<file path="config.mk">
export PLATFORM = sky130hd
export DESIGN_NAME = fbh_host
export DESIGN_NICKNAME = d
export VERILOG_FILES = /design/src/logic/fbh_pkg.sv /design/src/logic/fbh_host.sv /design/src/logic/fbh_cycle.sv
export SDC_FILE = /design/constraint.sdc
export NUM_CORES = 1
export LEC_CHECK = 0
export BUFFER_PORTS_ARGS = -buffer_cell sky130_fd_sc_hd__buf_4
export CORE_MARGIN = 2
export CORE_UTILIZATION = 55
export DETAILED_ROUTE_END_ITERATION = 7
export GPL_TIMING_DRIVEN = 1
export PLACE_DENSITY = 0.78
export SKIP_LAST_GASP = 1
export SLEW_MARGIN = 5
export SYNTH_ARGS = -nofsm -noshare
export SYNTH_HDL_FRONTEND = slang
export SYNTH_HIERARCHICAL = 1
export SYNTH_SLANG_ARGS = --single-unit
</file>
<file path="constraint.sdc">
create_clock -name clk -period 2.2 [get_ports clk]
set_input_delay 0.22 -clock clk [delete_from_list [all_inputs] [get_ports clk]]
set_output_delay 0.22 -clock clk [all_outputs]
set_load 0.02 [all_outputs]
</file>
<file path="src/logic/fbh_pkg.sv">
// Shared constants and types of the flash bus host controller.
// Assumes a 200 MHz clock; all pin timings are converted to cycles here.
package fbh_pkg;
   // ---------------------------------------------------------------
   // Clock and pin timing
   // ---------------------------------------------------------------
   localparam int CLK_PERIOD_NS = 5;
   localparam int T_SETUP_NS    = 10;
   localparam int T_WP_NS       = 35;
   localparam int T_WPH_NS      = 30;
   localparam int T_ACC_NS      = 70;
   // Least times round up, never below one cycle
   localparam int SETUP_CYC = (T_SETUP_NS + CLK_PERIOD_NS - 1) / CLK_PERIOD_NS;
   localparam int WP_CYC    = (T_WP_NS + CLK_PERIOD_NS - 1) / CLK_PERIOD_NS;
   localparam int WPH_CYC   = (T_WPH_NS + CLK_PERIOD_NS - 1) / CLK_PERIOD_NS;
   // Two extra cycles cover the data synchroniser
   localparam int ACC_CYC   = (T_ACC_NS + CLK_PERIOD_NS - 1) / CLK_PERIOD_NS + 2;

   // ---------------------------------------------------------------
   // Register map
   // ---------------------------------------------------------------
   localparam logic [7:0] OFF_CTRL   = 8'h00;
   localparam logic [7:0] OFF_ADDR   = 8'h04;
   localparam logic [7:0] OFF_WDATA  = 8'h08;
   localparam logic [7:0] OFF_STATUS = 8'h0c;
   localparam logic [7:0] OFF_RDATA  = 8'h10;
   localparam logic [7:0] OFF_CFG    = 8'h14;
   localparam int ST_BUSY = 0;
   localparam int ST_DONE = 1;
   localparam int ST_TMO  = 2;
   localparam int ST_REF  = 3;
   localparam int ST_MISM = 4;
   localparam int ST_BYP  = 5;
   localparam int ST_ASEL = 6;
   localparam int ST_RDY  = 7;
   localparam int CFG_BYTE = 0;
   localparam int CFG_HWRST = 1;
   localparam int CFG_HV   = 2;
   localparam logic [2:0] CFG_RESET = 3'h0;

   // ---------------------------------------------------------------
   // Command codes on the flash bus
   // ---------------------------------------------------------------
   localparam logic [15:0] CODE_RESET    = 16'h00f0;
   localparam logic [15:0] CODE_BYP_ENT  = 16'h0020;
   localparam logic [15:0] CODE_BYP_PROG = 16'h00a0;
   localparam logic [15:0] CODE_BYP_EX1  = 16'h0090;
   localparam logic [15:0] CODE_BYP_EX2  = 16'h0000;
   localparam int POLL_BIT = 7;
   localparam int TMO_BIT  = 5;

   typedef enum logic [2:0] {
      FC_RESET, FC_PROG, FC_AUTOSEL, FC_READ, FC_BYP_ENTER, FC_BYP_PROG, FC_BYP_EXIT
   } fbh_cmd_e;

   typedef struct packed {
      logic        ce_n;
      logic        we_n;
      logic        oe_n;
      logic [19:0] addr;
      logic [15:0] dq_out;
      logic        dq_oe_n;
   } fbh_pins_s;

   typedef struct packed {
      logic        wr;
      logic [19:0] addr;
      logic [15:0] data;
   } fbh_step_s;
endpackage : fbh_pkg

</file>
<file path="src/logic/fbh_host.sv">
// Host controller for a two-bank asynchronous flash: APB registers in,
// command sequences out on the flash pins. Assumes the flash pins are joined
// outside; data pins are split into in, out and an active-low output enable.
`timescale 1ns/1ps
`default_nettype none
module fbh_host
   import fbh_pkg::*;
#(
   parameter logic [19:0] UNLOCK1_ADDR = 20'h00001,
   parameter logic [15:0] UNLOCK1_DATA = 16'h0011,
   parameter logic [19:0] UNLOCK2_ADDR = 20'h00002,
   parameter logic [15:0] UNLOCK2_DATA = 16'h0022,
   parameter logic [15:0] PROG_CODE    = 16'h0033,
   parameter logic [15:0] ASEL_CODE    = 16'h0044,
   parameter logic [19:0] BANK_MASK    = 20'hf0000
)(
   input  wire logic        clk,
   input  wire logic        nrst,
   input  wire logic        psel,
   input  wire logic        penable,
   input  wire logic        pwrite,
   input  wire logic [7:0]  paddr,
   input  wire logic [31:0] pwdata,
   output logic [31:0]      prdata,
   output logic             pready,
   output logic             pslverr,
   output fbh_pins_s        flash,
   input  wire logic [15:0] dq_in,
   input  wire logic        ready_busy_n,
   output logic             byte_n,
   output logic             reset_n,
   output logic             reset_hv
);
   typedef enum logic [2:0] {M_IDLE, M_ISSUE, M_WAIT, M_POLL, M_PWAIT} fbh_st_e;

   fbh_st_e     state;
   fbh_cmd_e    cmd;
   logic [1:0]  idx;
   logic [19:0] cmd_addr;
   logic [15:0] cmd_wdata;
   logic [15:0] rdata;
   logic [2:0]  cfg;
   logic        done_f, tmo_f, ref_f, mism_f;
   logic        bypass, autosel, tmo_seen;
   logic        rb_s1, rb_s2;
   logic [2:0]  wr_cnt;
   logic        cy_done;
   logic [15:0] cy_rdata;

   // ---------------------------------------------------------------
   // Sequence tables
   // ---------------------------------------------------------------
   function automatic logic [1:0] seq_last(input fbh_cmd_e c);
      case (c)
         FC_PROG:                   seq_last = 2'd3;
         FC_AUTOSEL, FC_BYP_ENTER:  seq_last = 2'd2;
         FC_BYP_PROG, FC_BYP_EXIT:  seq_last = 2'd1;
         default:                   seq_last = 2'd0;
      endcase
   endfunction : seq_last

   function automatic fbh_step_s seq_step(input fbh_cmd_e c, input logic [1:0] i,
                                          input logic [19:0] a, input logic [15:0] d);
      logic [19:0] bank;
      bank = a & BANK_MASK;
      seq_step = '{wr: 1'b1, addr: a, data: CODE_RESET};
      if (c == FC_READ) begin
         seq_step.wr = 1'b0;
      end else if (c == FC_PROG || c == FC_AUTOSEL || c == FC_BYP_ENTER) begin
         case (i)
            2'd0: seq_step = '{wr: 1'b1, addr: UNLOCK1_ADDR, data: UNLOCK1_DATA};
            2'd1: seq_step = '{wr: 1'b1, addr: UNLOCK2_ADDR, data: UNLOCK2_DATA};
            2'd2: seq_step = '{wr: 1'b1, addr: bank | UNLOCK1_ADDR,
                               data: (c == FC_PROG) ? PROG_CODE :
                                     (c == FC_AUTOSEL) ? ASEL_CODE :
                                     CODE_BYP_ENT};
            default: seq_step = '{wr: 1'b1, addr: a, data: d};
         endcase
      end else if (c == FC_BYP_PROG) begin
         seq_step = (i == 2'd0) ? '{wr: 1'b1, addr: bank, data: CODE_BYP_PROG}
                                : '{wr: 1'b1, addr: a, data: d};
      end else if (c == FC_BYP_EXIT) begin
         seq_step = '{wr: 1'b1, addr: bank,
                      data: (i == 2'd0) ? CODE_BYP_EX1 : CODE_BYP_EX2};
      end
   endfunction : seq_step

   // ---------------------------------------------------------------
   // Decode
   // ---------------------------------------------------------------
   wire        apb_wr    = psel && penable && pwrite;
   wire        ctrl_wr   = apb_wr && (paddr == OFF_CTRL);
   wire        stat_wr   = apb_wr && (paddr == OFF_STATUS);
   fbh_cmd_e   req_cmd;
   assign req_cmd = fbh_cmd_e'(pwdata[2:0]);
   wire        req_byp   = (req_cmd == FC_BYP_PROG) || (req_cmd == FC_BYP_EXIT);
   wire        req_valid = (pwdata[2:0] <= 3'(FC_BYP_EXIT));
   // Bypass accepts only its own two commands, and they exist nowhere else
   wire        legal     = req_valid && (bypass == req_byp) && !cfg[CFG_HWRST];
   wire        accept    = ctrl_wr && (state == M_IDLE) && legal;
   wire        refuse    = ctrl_wr && !accept;
   fbh_step_s  step;
   assign step = seq_step(cmd, idx, cmd_addr, cmd_wdata);
   wire        polling   = (state == M_POLL) || (state == M_PWAIT);
   wire        last_step = (idx == seq_last(cmd));
   wire        is_prog   = (cmd == FC_PROG) || (cmd == FC_BYP_PROG);
   wire        poll_ok   = (cy_rdata[POLL_BIT] == cmd_wdata[POLL_BIT]);
   wire        poll_tmo  = cy_rdata[TMO_BIT];
   wire [15:0] cmp_mask  = cfg[CFG_BYTE] ? 16'h00ff : 16'hffff;
   wire        finish    = cy_done && (state == M_WAIT) && last_step && !is_prog;
   wire        poll_end  = cy_done && (state == M_PWAIT) && poll_ok;
   wire        tmo_hit   = cy_done && (state == M_PWAIT) && !poll_ok && poll_tmo && tmo_seen;
   wire        abort     = cfg[CFG_HWRST] && (state != M_IDLE);
   wire        op_end    = finish || poll_end;
   wire        mism      = poll_end && (((cy_rdata ^ cmd_wdata) & cmp_mask) != 16'h0000);

   fbh_cycle u_cycle (
      .clk   (clk),
      .nrst  (nrst),
      .start ((state == M_ISSUE) || (state == M_POLL)),
      .wr    (polling ? 1'b0 : step.wr),
      .addr  (polling ? cmd_addr : step.addr),
      .wdata (step.data),
      .dq_in (dq_in),
      .pins  (flash),
      .done  (cy_done),
      .rdata (cy_rdata)
   );

   // ---------------------------------------------------------------
   // Command sequencer
   // ---------------------------------------------------------------
   always_ff @(posedge clk) begin
      if (!nrst) begin
         state    <= M_IDLE;
         cmd      <= FC_RESET;
         idx      <= 2'd0;
         tmo_seen <= 1'b0;
         cmd_addr <= 20'h00000;
         cmd_wdata <= 16'h0000;
      end else if (abort) begin
         state <= M_IDLE;
      end else begin
         if (state == M_IDLE && psel && penable && pwrite && paddr == OFF_ADDR)
            cmd_addr <= pwdata[19:0];
         if (state == M_IDLE && psel && penable && pwrite && paddr == OFF_WDATA)
            cmd_wdata <= pwdata[15:0];
         case (state)
            M_IDLE: if (accept) begin
               cmd      <= req_cmd;
               idx      <= 2'd0;
               tmo_seen <= 1'b0;
               state    <= M_ISSUE;
            end
            M_ISSUE: state <= M_WAIT;
            M_WAIT: if (cy_done) begin
               if (!last_step) begin
                  idx   <= idx + 2'd1;
                  state <= M_ISSUE;
               end else begin
                  state <= is_prog ? M_POLL : M_IDLE;
               end
            end
            M_POLL: state <= M_PWAIT;
            M_PWAIT: if (cy_done) begin
               if (poll_ok) begin
                  state <= M_IDLE;
               end else if (tmo_hit) begin
                  // Flag confirmed on a second read: bring the bank back
                  cmd   <= FC_RESET;
                  idx   <= 2'd0;
                  state <= M_ISSUE;
               end else begin
                  tmo_seen <= poll_tmo;
                  state    <= M_POLL;
               end
            end
            default: state <= M_IDLE;
         endcase
      end
   end

   // ---------------------------------------------------------------
   // Status, modes and configuration
   // ---------------------------------------------------------------
   always_ff @(posedge clk) begin
      rb_s1 <= ready_busy_n;
      rb_s2 <= rb_s1;
   end

   // Sticky flags: a set in the clearing cycle wins
   always_ff @(posedge clk) begin
      if (!nrst) begin
         done_f  <= 1'b0;
         tmo_f   <= 1'b0;
         ref_f   <= 1'b0;
         mism_f  <= 1'b0;
         bypass  <= 1'b0;
         autosel <= 1'b0;
         cfg     <= CFG_RESET;
         rdata   <= 16'h0000;
      end else begin
         done_f <= op_end || (done_f && !(stat_wr && pwdata[ST_DONE]));
         tmo_f  <= tmo_hit || (tmo_f && !(stat_wr && pwdata[ST_TMO]));
         ref_f  <= refuse || (ref_f && !(stat_wr && pwdata[ST_REF]));
         mism_f <= mism || (mism_f && !(stat_wr && pwdata[ST_MISM]));
         if (apb_wr && paddr == OFF_CFG)
            cfg <= pwdata[2:0];
         if (op_end && (cmd == FC_READ || is_prog))
            rdata <= cy_rdata;
         // Hardware reset during an operation drops every bank mode
         if (abort || (finish && cmd == FC_RESET))
            autosel <= 1'b0;
         else if (finish && cmd == FC_AUTOSEL)
            autosel <= 1'b1;
         if (abort || (finish && cmd == FC_BYP_EXIT))
            bypass <= 1'b0;
         else if (finish && cmd == FC_BYP_ENTER)
            bypass <= 1'b1;
      end
   end

   // ---------------------------------------------------------------
   // APB read side and pin outputs
   // ---------------------------------------------------------------
   wire [7:0] status = {rb_s2, autosel, bypass, mism_f, ref_f, tmo_f, done_f,
                        (state != M_IDLE)};
   wire       mapped = (paddr == OFF_CTRL) || (paddr == OFF_ADDR) || (paddr == OFF_WDATA) ||
                       (paddr == OFF_STATUS) || (paddr == OFF_RDATA) || (paddr == OFF_CFG);
   assign pready  = 1'b1;
   assign pslverr = psel && penable && !mapped;
   assign prdata  = (paddr == OFF_CTRL)   ? {29'h0, cmd} :
                    (paddr == OFF_ADDR)   ? {12'h000, cmd_addr} :
                    (paddr == OFF_WDATA)  ? {16'h0000, cmd_wdata} :
                    (paddr == OFF_STATUS) ? {24'h000000, status} :
                    (paddr == OFF_RDATA)  ? {16'h0000, rdata} :
                    (paddr == OFF_CFG)    ? {29'h0, cfg} : 32'h00000000;
   assign byte_n   = !cfg[CFG_BYTE];
   assign reset_n  = !cfg[CFG_HWRST];
   assign reset_hv = cfg[CFG_HV];

   // ---------------------------------------------------------------
   // Checks
   // ---------------------------------------------------------------
   always_ff @(posedge clk) begin
      if (!nrst || (state == M_IDLE))
         wr_cnt <= 3'd0;
      else if (cy_done && state == M_WAIT)
         wr_cnt <= wr_cnt + 3'd1;
   end

   a_prog_four: assert property (@(posedge clk) disable iff (!nrst)
      state == M_POLL && cmd == FC_PROG && $past(state) == M_WAIT |-> wr_cnt == 3'd4)
      else $error("program did not issue four writes");
   a_bypass_two: assert property (@(posedge clk) disable iff (!nrst)
      state == M_POLL && cmd == FC_BYP_PROG && $past(state) == M_WAIT |-> wr_cnt == 3'd2)
      else $error("bypass program did not issue two writes");
   a_bypass_refuse: assert property (@(posedge clk) disable iff (!nrst)
      ctrl_wr && bypass && !req_byp |=> ref_f && state == M_IDLE)
      else $error("command accepted in bypass mode");
   a_tmo_reset: assert property (@(posedge clk) disable iff (!nrst)
      tmo_hit && !abort |=> cmd == FC_RESET ##[1:3] (!flash.we_n && flash.dq_out == CODE_RESET))
      else $error("no reset written after timeout flag");
   a_hw_abort: assert property (@(posedge clk) disable iff (!nrst)
      abort |=> state == M_IDLE && !reset_n)
      else $error("hardware reset did not abort the operation");
   a_hv_follow: assert property (@(posedge clk) disable iff (!nrst)
      apb_wr && paddr == OFF_CFG |=> reset_hv == $past(pwdata[CFG_HV]))
      else $error("high-voltage reset level not following config");
   a_reset_quiet: assert property (@(posedge clk)
      !nrst |=> flash.we_n && flash.ce_n && flash.oe_n)
      else $error("strobes active after reset");
   a_busy_refuse: assert property (@(posedge clk) disable iff (!nrst)
      ctrl_wr && state != M_IDLE |=> ref_f && $stable(cmd))
      else $error("command taken while busy");
   a_asel_exit: assert property (@(posedge clk) disable iff (!nrst)
      finish && cmd == FC_RESET |=> !autosel)
      else $error("reset left autoselect mode set");

   c_prog_done:  cover property (@(posedge clk) disable iff (!nrst) poll_end && cmd == FC_PROG);
   c_byp_done:   cover property (@(posedge clk) disable iff (!nrst)
                                 poll_end && cmd == FC_BYP_PROG);
   c_autosel:    cover property (@(posedge clk) disable iff (!nrst)
                                 finish && cmd == FC_AUTOSEL);
   c_timeout:    cover property (@(posedge clk) disable iff (!nrst) tmo_hit);
endmodule : fbh_host
`default_nettype wire

</file>
<file path="src/logic/fbh_cycle.sv">
// One asynchronous flash bus cycle, write or read, on the controller's clock.
// Assumes the caller holds start inputs stable until done pulses.
`timescale 1ns/1ps
`default_nettype none
module fbh_cycle
   import fbh_pkg::*;
(
   input  wire logic        clk,
   input  wire logic        nrst,
   input  wire logic        start,
   input  wire logic        wr,
   input  wire logic [19:0] addr,
   input  wire logic [15:0] wdata,
   input  wire logic [15:0] dq_in,
   output fbh_pins_s        pins,
   output logic             done,
   output logic [15:0]      rdata
);
   typedef enum logic [2:0] {CY_IDLE, CY_SETUP, CY_PULSE, CY_HOLD, CY_READ} fbh_cy_e;
   fbh_cy_e     state;
   logic [7:0]  cnt;
   logic        is_wr;
   logic [15:0] dq_s1;
   logic [15:0] dq_s2;
   wire         last = (cnt == 8'h01);

   // ---------------------------------------------------------------
   // Data pin synchroniser
   // ---------------------------------------------------------------
   always_ff @(posedge clk) begin
      dq_s1 <= dq_in;
      dq_s2 <= dq_s1;
   end

   // ---------------------------------------------------------------
   // Cycle sequencer
   // ---------------------------------------------------------------
   always_ff @(posedge clk) begin
      done <= 1'b0;
      if (!nrst) begin
         state <= CY_IDLE;
         cnt   <= 8'h00;
         is_wr <= 1'b0;
         rdata <= 16'h0000;
         pins  <= '{ce_n: 1'b1, we_n: 1'b1, oe_n: 1'b1, addr: 20'h00000,
                    dq_out: 16'h0000, dq_oe_n: 1'b1};
      end else begin
         case (state)
            CY_IDLE: if (start) begin
               is_wr       <= wr;
               pins.addr   <= addr;
               pins.dq_out <= wdata;
               pins.ce_n   <= 1'b0;
               pins.oe_n   <= 1'b1;
               cnt         <= 8'(SETUP_CYC);
               state       <= CY_SETUP;
            end
            CY_SETUP: if (last) begin
               // Strobe falls after chip select, so the address is latched here
               if (is_wr) begin
                  pins.we_n    <= 1'b0;
                  pins.dq_oe_n <= 1'b0;
                  cnt          <= 8'(WP_CYC);
                  state        <= CY_PULSE;
               end else begin
                  pins.oe_n <= 1'b0;
                  cnt       <= 8'(ACC_CYC);
                  state     <= CY_READ;
               end
            end else begin
               cnt <= cnt - 8'h01;
            end
            CY_PULSE: if (last) begin
               // Strobe rises first; data held through the hold time
               pins.we_n <= 1'b1;
               cnt       <= 8'(WPH_CYC);
               state     <= CY_HOLD;
            end else begin
               cnt <= cnt - 8'h01;
            end
            CY_HOLD: if (last) begin
               pins.ce_n    <= 1'b1;
               pins.dq_oe_n <= 1'b1;
               done         <= 1'b1;
               state        <= CY_IDLE;
            end else begin
               cnt <= cnt - 8'h01;
            end
            CY_READ: if (last) begin
               rdata     <= dq_s2;
               pins.oe_n <= 1'b1;
               pins.ce_n <= 1'b1;
               done      <= 1'b1;
               state     <= CY_IDLE;
            end else begin
               cnt <= cnt - 8'h01;
            end
            default: state <= CY_IDLE;
         endcase
      end
   end

   // ---------------------------------------------------------------
   // Checks
   // ---------------------------------------------------------------
   a_write_gating: assert property (@(posedge clk) disable iff (!nrst)
      !pins.we_n |-> !pins.ce_n && pins.oe_n && !pins.dq_oe_n)
      else $error("write strobe low without chip select or with output enable");
   a_addr_stable: assert property (@(posedge clk) disable iff (!nrst)
      !pins.we_n && $past(!pins.we_n) |-> $stable(pins.addr))
      else $error("address moved during write strobe");
   a_data_hold: assert property (@(posedge clk) disable iff (!nrst)
      $rose(pins.we_n) |-> $stable(pins.dq_out) && !pins.dq_oe_n && !pins.ce_n)
      else $error("data or chip select released with the write strobe");
   a_pulse_width: assert property (@(posedge clk) disable iff (!nrst)
      $fell(pins.we_n) |-> !pins.we_n [*7])
      else $error("write strobe pulse too short");
endmodule : fbh_cycle
`default_nettype wire

</file>
### Word-level counts from Yosys, hierarchy flattened

Cells that the tools add are included.
W data, S select, Z words.

| word-level totals | value |
|---|---|
| word-level logic and storage cells | 251 |
| register bits | 173 |
| input bits | 62 |

| operators by class | value |
|---|---|
| mux-type cells | 69 |
| bitwise logic cells | 4 |
| equal/unequal tests | 43 |
| $lt $le $gt $ge | 1 |
| $add $sub $neg | 2 |
| reductions and logical operators | 103 |

Operators with widths:

| operator | count |
|---|---|
| $pmux W36 S3 | 1 |
| $mux W32 | 3 |
| $mux W36 | 2 |
| $mux W16 | 4 |
| $mux W20 | 3 |
| $mux W8 | 5 |
| $logic_and A1 B1 Y1 | 39 |
| $mux W3 | 13 |
| $mux W37 | 1 |
| $pmux W8 S4 | 1 |
| $mux W2 | 11 |
| $eq A3 B3 Y1 const B | 7 |
| $logic_or A1 B1 Y1 | 19 |
| $eq A3 B2 Y1 const B | 6 |
| $ne A2 B1 Y1 const B | 9 |
| $and A16 B16 Y16 | 1 |
| $eq A8 B4 Y1 const B | 2 |
| $eq A8 B5 Y1 const B | 2 |
| $reduce_bool A16 Y1 | 1 |
| $xor A16 B16 Y16 | 1 |
| $pmux W3 S5 | 1 |
| $mux W7 | 2 |
| $ne A2 B2 Y1 const B | 7 |
| $mux W1 | 12 |
| other kinds (31) | 69 |

### Logic depth before layout (Yosys ltp)

| logic depth | value |
|---|---|
| word-level depth | 9 |
| mapped depth | 12 |
| mapped depth without buffers | 10 |

### Hierarchy

The synthesis kept the hierarchy.

Modules (own cells, without submodules):

| module | area each (um^2) | seq. area each (um^2) | instances | cells each |
|---|---|---|---|---|
| fbh_host | 4,525.6 | 1,441.4 | 1 | 569 |
| fbh_cycle | 3,557.2 | 2,021.9 | 1 | 381 |

### Worst setup path before layout

Ideal clock, no wire load.

| path | value |
|---|---|
| path kind | register to register |
| start point | reg idx[0] |
| end point | reg u_cycle/pins[10] in the netlist's numbering |
| setup slack | 0.230 ns |
| stages on the path, launching flop included | 11 |
| library setup time | 0.076 ns |
| data arrival time | 1.895 ns |
| clock period less this slack | 1.970 ns |
| path buffers | 2 |
| path through | dfxtp_1 > inv_1 > ha_1 > clkbuf_1 > mux2i_1 > a21oi_1 > o22ai_1 > clkbuf_1 > and2_1 > nand2_1 > a21boi_0 |

RTL lines:

| what | line | source |
|---|---|---|
| start: declaration | fbh_host.sv:38 | `logic [1:0] idx;` |
| start signal: assignment | fbh_host.sv:158 | `idx <= idx + 2'd1;` |
| end signal: assignment | fbh_cycle.sv:45 | `pins <= '{ce_n: 1'b1, we_n: 1'b1, oe_n: 1'b1, addr: 20'h00000,` |
| end: declaration | fbh_cycle.sv:15 | `output fbh_pins_s pins,` |

### Worst setup path after layout

| path | value |
|---|---|
| start point | reg u_cycle.cnt[0] |
| end point | reg u_cycle.rdata[4] |

| between the ends | value |
|---|---|
| cells in the longest elaborated chain, start to end | 2 |

RTL lines:

| what | line | source |
|---|---|---|
| start: declaration | fbh_cycle.sv:21 | `logic [7:0] cnt;` |
| start signal: assignment | fbh_cycle.sv:55 | `cnt <= 8'(SETUP_CYC);` |
| start signal: assignment | fbh_cycle.sv:63 | `cnt <= 8'(WP_CYC);` |
| start signal: assignment | fbh_cycle.sv:67 | `cnt <= 8'(ACC_CYC);` |
| $eq A8 B1 Y1 | fbh_cycle.sv:25 | `wire last = (cnt == 8'h01);` |
| $reduce_and A2 Y1 (no line) | - |  |
| end signal: assignment | fbh_cycle.sv:90 | `rdata <= dq_s2;` |
| end: declaration | fbh_cycle.sv:17 | `output logic [15:0] rdata` |

Every way passes these cells.
A chain may end at the register's enable or synchronous reset.

==> results.py <==
metrics = {
    "drt": {
        "drtIter0Drc": 656,
        "ant_nets": 0,
        "drt-pass1-iter-count": 5,
        "drc_errors": 0,
        "via_per_inst": 5.51,
        "wire_per_inst_um": 16.2,
        "routed_wl_mm": 20.8,
        "vias": 7105,
    },
    "timing": {
        "rsz0062_at_grt": "false",
        "fin_crit_sh": 0.938,
        "slew_violations": 0,
        "tns_ns": 0,
        "skew_ns": 0.0164,
        "hold_viol": 0,
        "post-route-min-period_ns": 2.06,
        "slew_headroom": 0.656,
        "fmax_mhz": 484,
        "tightestPinTransition_ns": 0.515,
        "setup_viol_count_final": 0,
    },
    "hold_path": {
        "holdPathStages": 3,
        "worstHoldStart": "pwdata[12]",
        "hold_path.class": "primary input to flip-flop",
        "hold-path-endpoint": "cmd_addr[12]$_SDFFE_PN0P_",
    },
    "grt": {
        "grt_use_total": 0.266,
        "overflow": 0,
        "grt_pass1_vias": 6686,
        "grt_max_degree": 56,
        "antenna_found_initial": 0,
        "grt_first_pass_wirelength_mm": 33.8,
    },
    "setup_path": {
        "cp.arrival_ns": 2.38,
        "r2r-end": "u_cycle/rdata[4]$_SDFFE_PN0P_",
        "slowest_delay_ns": 0.49,
        "regToRegSetupSlack_ns": 0.14,
        "path_cells": "ha_1, or4b_4, nor2_2, nand3_2, nand2_1, a21boi_0",
        "timing_worst_setup_path_type": "flip-flop to flip-flop",
        "worstSetupEndpointType": "flip-flop",
        "cp.required_ns": 2.52,
        "cpMaxStageDelayCell": "or4b_4",
        "r2r-start": "u_cycle/cnt[0]$_SDFFE_PN0P_",
        "ff2ff_path_depth": 6,
        "crit_fanout": 16,
        "path_buf_inv": 0,
        "cp_top_family": "simple AND/OR/NAND/NOR gates",
        "startpoint_type": "flip-flop",
    },
    "clock_network": {
        "clk_latency_ns": 0.44,
        "cts_made_buffers": 17,
        "numClockSinks": 173,
        "clockRootBuffer": "clkbuf_16",
        "clk_pin_slew_worst_paths_ns": 0.07,
        "tritoncts": "yes",
        "cts.path.max_buffers": 2,
        "cts_max_level": 4,
    },
    "floorplanning": {
        "die_h_um": 125,
        "core-area_sq_um": 14400,
        "die_area_sq_um": 15700,
        "initial_core_util": 0.560,
        "die_width_um": 125,
        "io_pins": 139,
        "core.rowCount": 44,
    },
    "cells_and_area": {
        "final_common_cell": "nand2_1",
        "fin_util": 0.696,
        "areaGrowthSynthToFinish_pct": 24.3,
        "n_antenna_cell": 0,
        "mostFrequentLayoutCells": "nand2_1, dfxtp_1, buf_4",
        "fin_nets": 1160,
        "drive_gt1_frac": 0.199,
    },
    "synth": {
        "ys.flop_type": "dfxtp_1",
        "synth-edff-count": 0,
        "yosysSeqAreaShare": 0.428,
        "avgSynthCellArea_sq_um": 8.51,
        "synthArstFlopShare": 0,
        "yosysWarnings": 6,
        "synth_cell_types": 74,
        "yosys.area.top_type": "dfxtp_1",
        "synth_top_area_frac": 0.428,
        "synth_area_leaders": "dfxtp_1, nand2_1, a21boi_0",
        "ys_seq_elements": 173,
        "netlist_area_sq_um": 8080,
        "synthCells": 950,
    },
    "placement": {
        "place.gp.congestion": 0.971,
        "hpwlAfterDp_mm": 14.7,
        "io_buffers": 113,
    },
    "power_and_ir_drop": {
        "vdd_drop_max_mv": 0.764,
        "power_mw": 6.37,
        "p_per_area_nw_per_um2": 634,
        "leakage_nw": 4.10,
    },
    "run": {
        "cap_violations": 0,
    },
    "status": {
        "status": "finished clean",
    },
}
layer usage:
layer | global-route usage | routed length [um] | share of wire
met4 | 0.0863 | 369 | 0.018
met2 | 0.436 | 9720 | 0.47
met3 | 0.0565 | 1430 | 0.069
met5 | 0 | 0 | 0
met1 | 0.354 | 9310 | 0.45
area by class of cell:
class,count,area [sq um]
flip-flops and latches,173,3460
fillers,1194,4380
well taps,184,230
clock inverters,15,158
clock buffers,17,425
repair buffers,185,1460
inverters,23,86.3
multi-input cells,692,4220
sequential cells by signal, indices dropped and copies added, names as in the netlist, 2 cells and up:
| signal | flops |
|---|---|
| u_cycle/pins | 40 |
| cmd_addr | 20 |
| cmd_wdata | 16 |
| rdata | 16 |
| u_cycle/dq_s1 | 16 |
| u_cycle/dq_s2 | 16 |
| u_cycle/rdata | 16 |
| u_cycle/cnt | 8 |
| cfg | 3 |
| cmd | 3 |
| state | 3 |
| u_cycle/state | 3 |
| idx | 2 |
where the power goes:
part	internal, mW	switching (mW)
Clock	1.60	1.35
Combinational	0.124	0.125
Sequential	3.16	0.00916
Total	4.89	1.48
worst register-to-register path, delay by kind of cell (launching register included):
kind,cells,cell delay [ns]
AND/OR/NAND/NOR,4,1.23
flip-flops,1,0.41
AO/OA/AOI/OAI,1,0.10
adder cells (fa/ha/maj),1,0.21
synth_stat cells, types with 3 or more instances:
library cell / count
mux2i_1: 45
o211ai_1: 4
nor2_1: 29
and2_1: 31
nand3_1: 22
and3_1: 6
o31ai_1: 3
inv_1: 23
a31oi_1: 7
nor4_1: 4
clkbuf_1: 38
nand3b_1: 4
xnor2_1: 14
o32ai_1: 3
or3_1: 3
a22oi_1: 5
nand4_1: 3
buf_1: 4
a21oi_1: 24
o21ai_0: 30
nor3_1: 12
buf_4: 13
dfxtp_1: 173
buf_2: 14
o21a_1: 3
a21o_1: 3
a21boi_1: 11
a21boi_0: 71
a222oi_1: 8
nand2_1: 207
a22o_1: 9
nor2b_1: 46
buf_6: 4
o22ai_1: 3
xor2_1: 12
ha_1: 6
nand2b_1: 6
per-stage QoR:
stage	hold WS, ns	setup slack, ns	area (sq um)	std cells
floorplan	0.248	0.230	8120	961
global route	0.0485	0.00668	10000	1289
global placement	0.310	0.174	9260	1239
CTS	0.0427	0.0421	10000	1288
finish	0.0548	0.136	10000	1289
detailed placement	0.312	0.0842	9260	1239
timing repair:
action                                  4_1_cts  5_1_grt
endpoints found under the hold margin        17        0
setup buffers                                 0        1
gates resized for setup                       0        3
hold buffers                                 17        0
endpoints found under the setup margin        0       32
kinds of logic after synthesis:
family	after synthesis	synth area share
flip-flops	173	0.428
buffers and inverters	96	0.0565
adder cells (fa/ha/maj)	6	0.00929
XOR/XNOR	26	0.0282
multiplexers	46	0.0571
other	2	0.000929
AO/OA/AOI/OAI	208	0.184
AND/OR/NAND/NOR	393	0.235
worst max path at each step:
stage	from	end	slack [ns]	cells past startpoint
after global routing	u_cycle/cnt[0]$_SDFFE_PN0P_	u_cycle/rdata[0]$_SDFFE_PN0P_	0.007	6
after global placement	u_cycle/cnt[0]$_SDFFE_PN0P_	u_cycle/rdata[2]$_SDFFE_PN0P_	0.17	6
after floorplan	idx[0]$_SDFFE_PN0P_	u_cycle/pins[10]$_SDFFE_PN0P_	0.23	10
after detailed placement	u_cycle/cnt[0]$_SDFFE_PN0P_	u_cycle/rdata[2]$_SDFFE_PN0P_	0.08	6
final	u_cycle/cnt[0]$_SDFFE_PN0P_	u_cycle/rdata[4]$_SDFFE_PN0P_	0.14	6
after CTS	cmd[0]$_SDFFE_PN0P_	prdata[0]	0.04	6
Note: power is estimated with default switching activity, not from simulation.
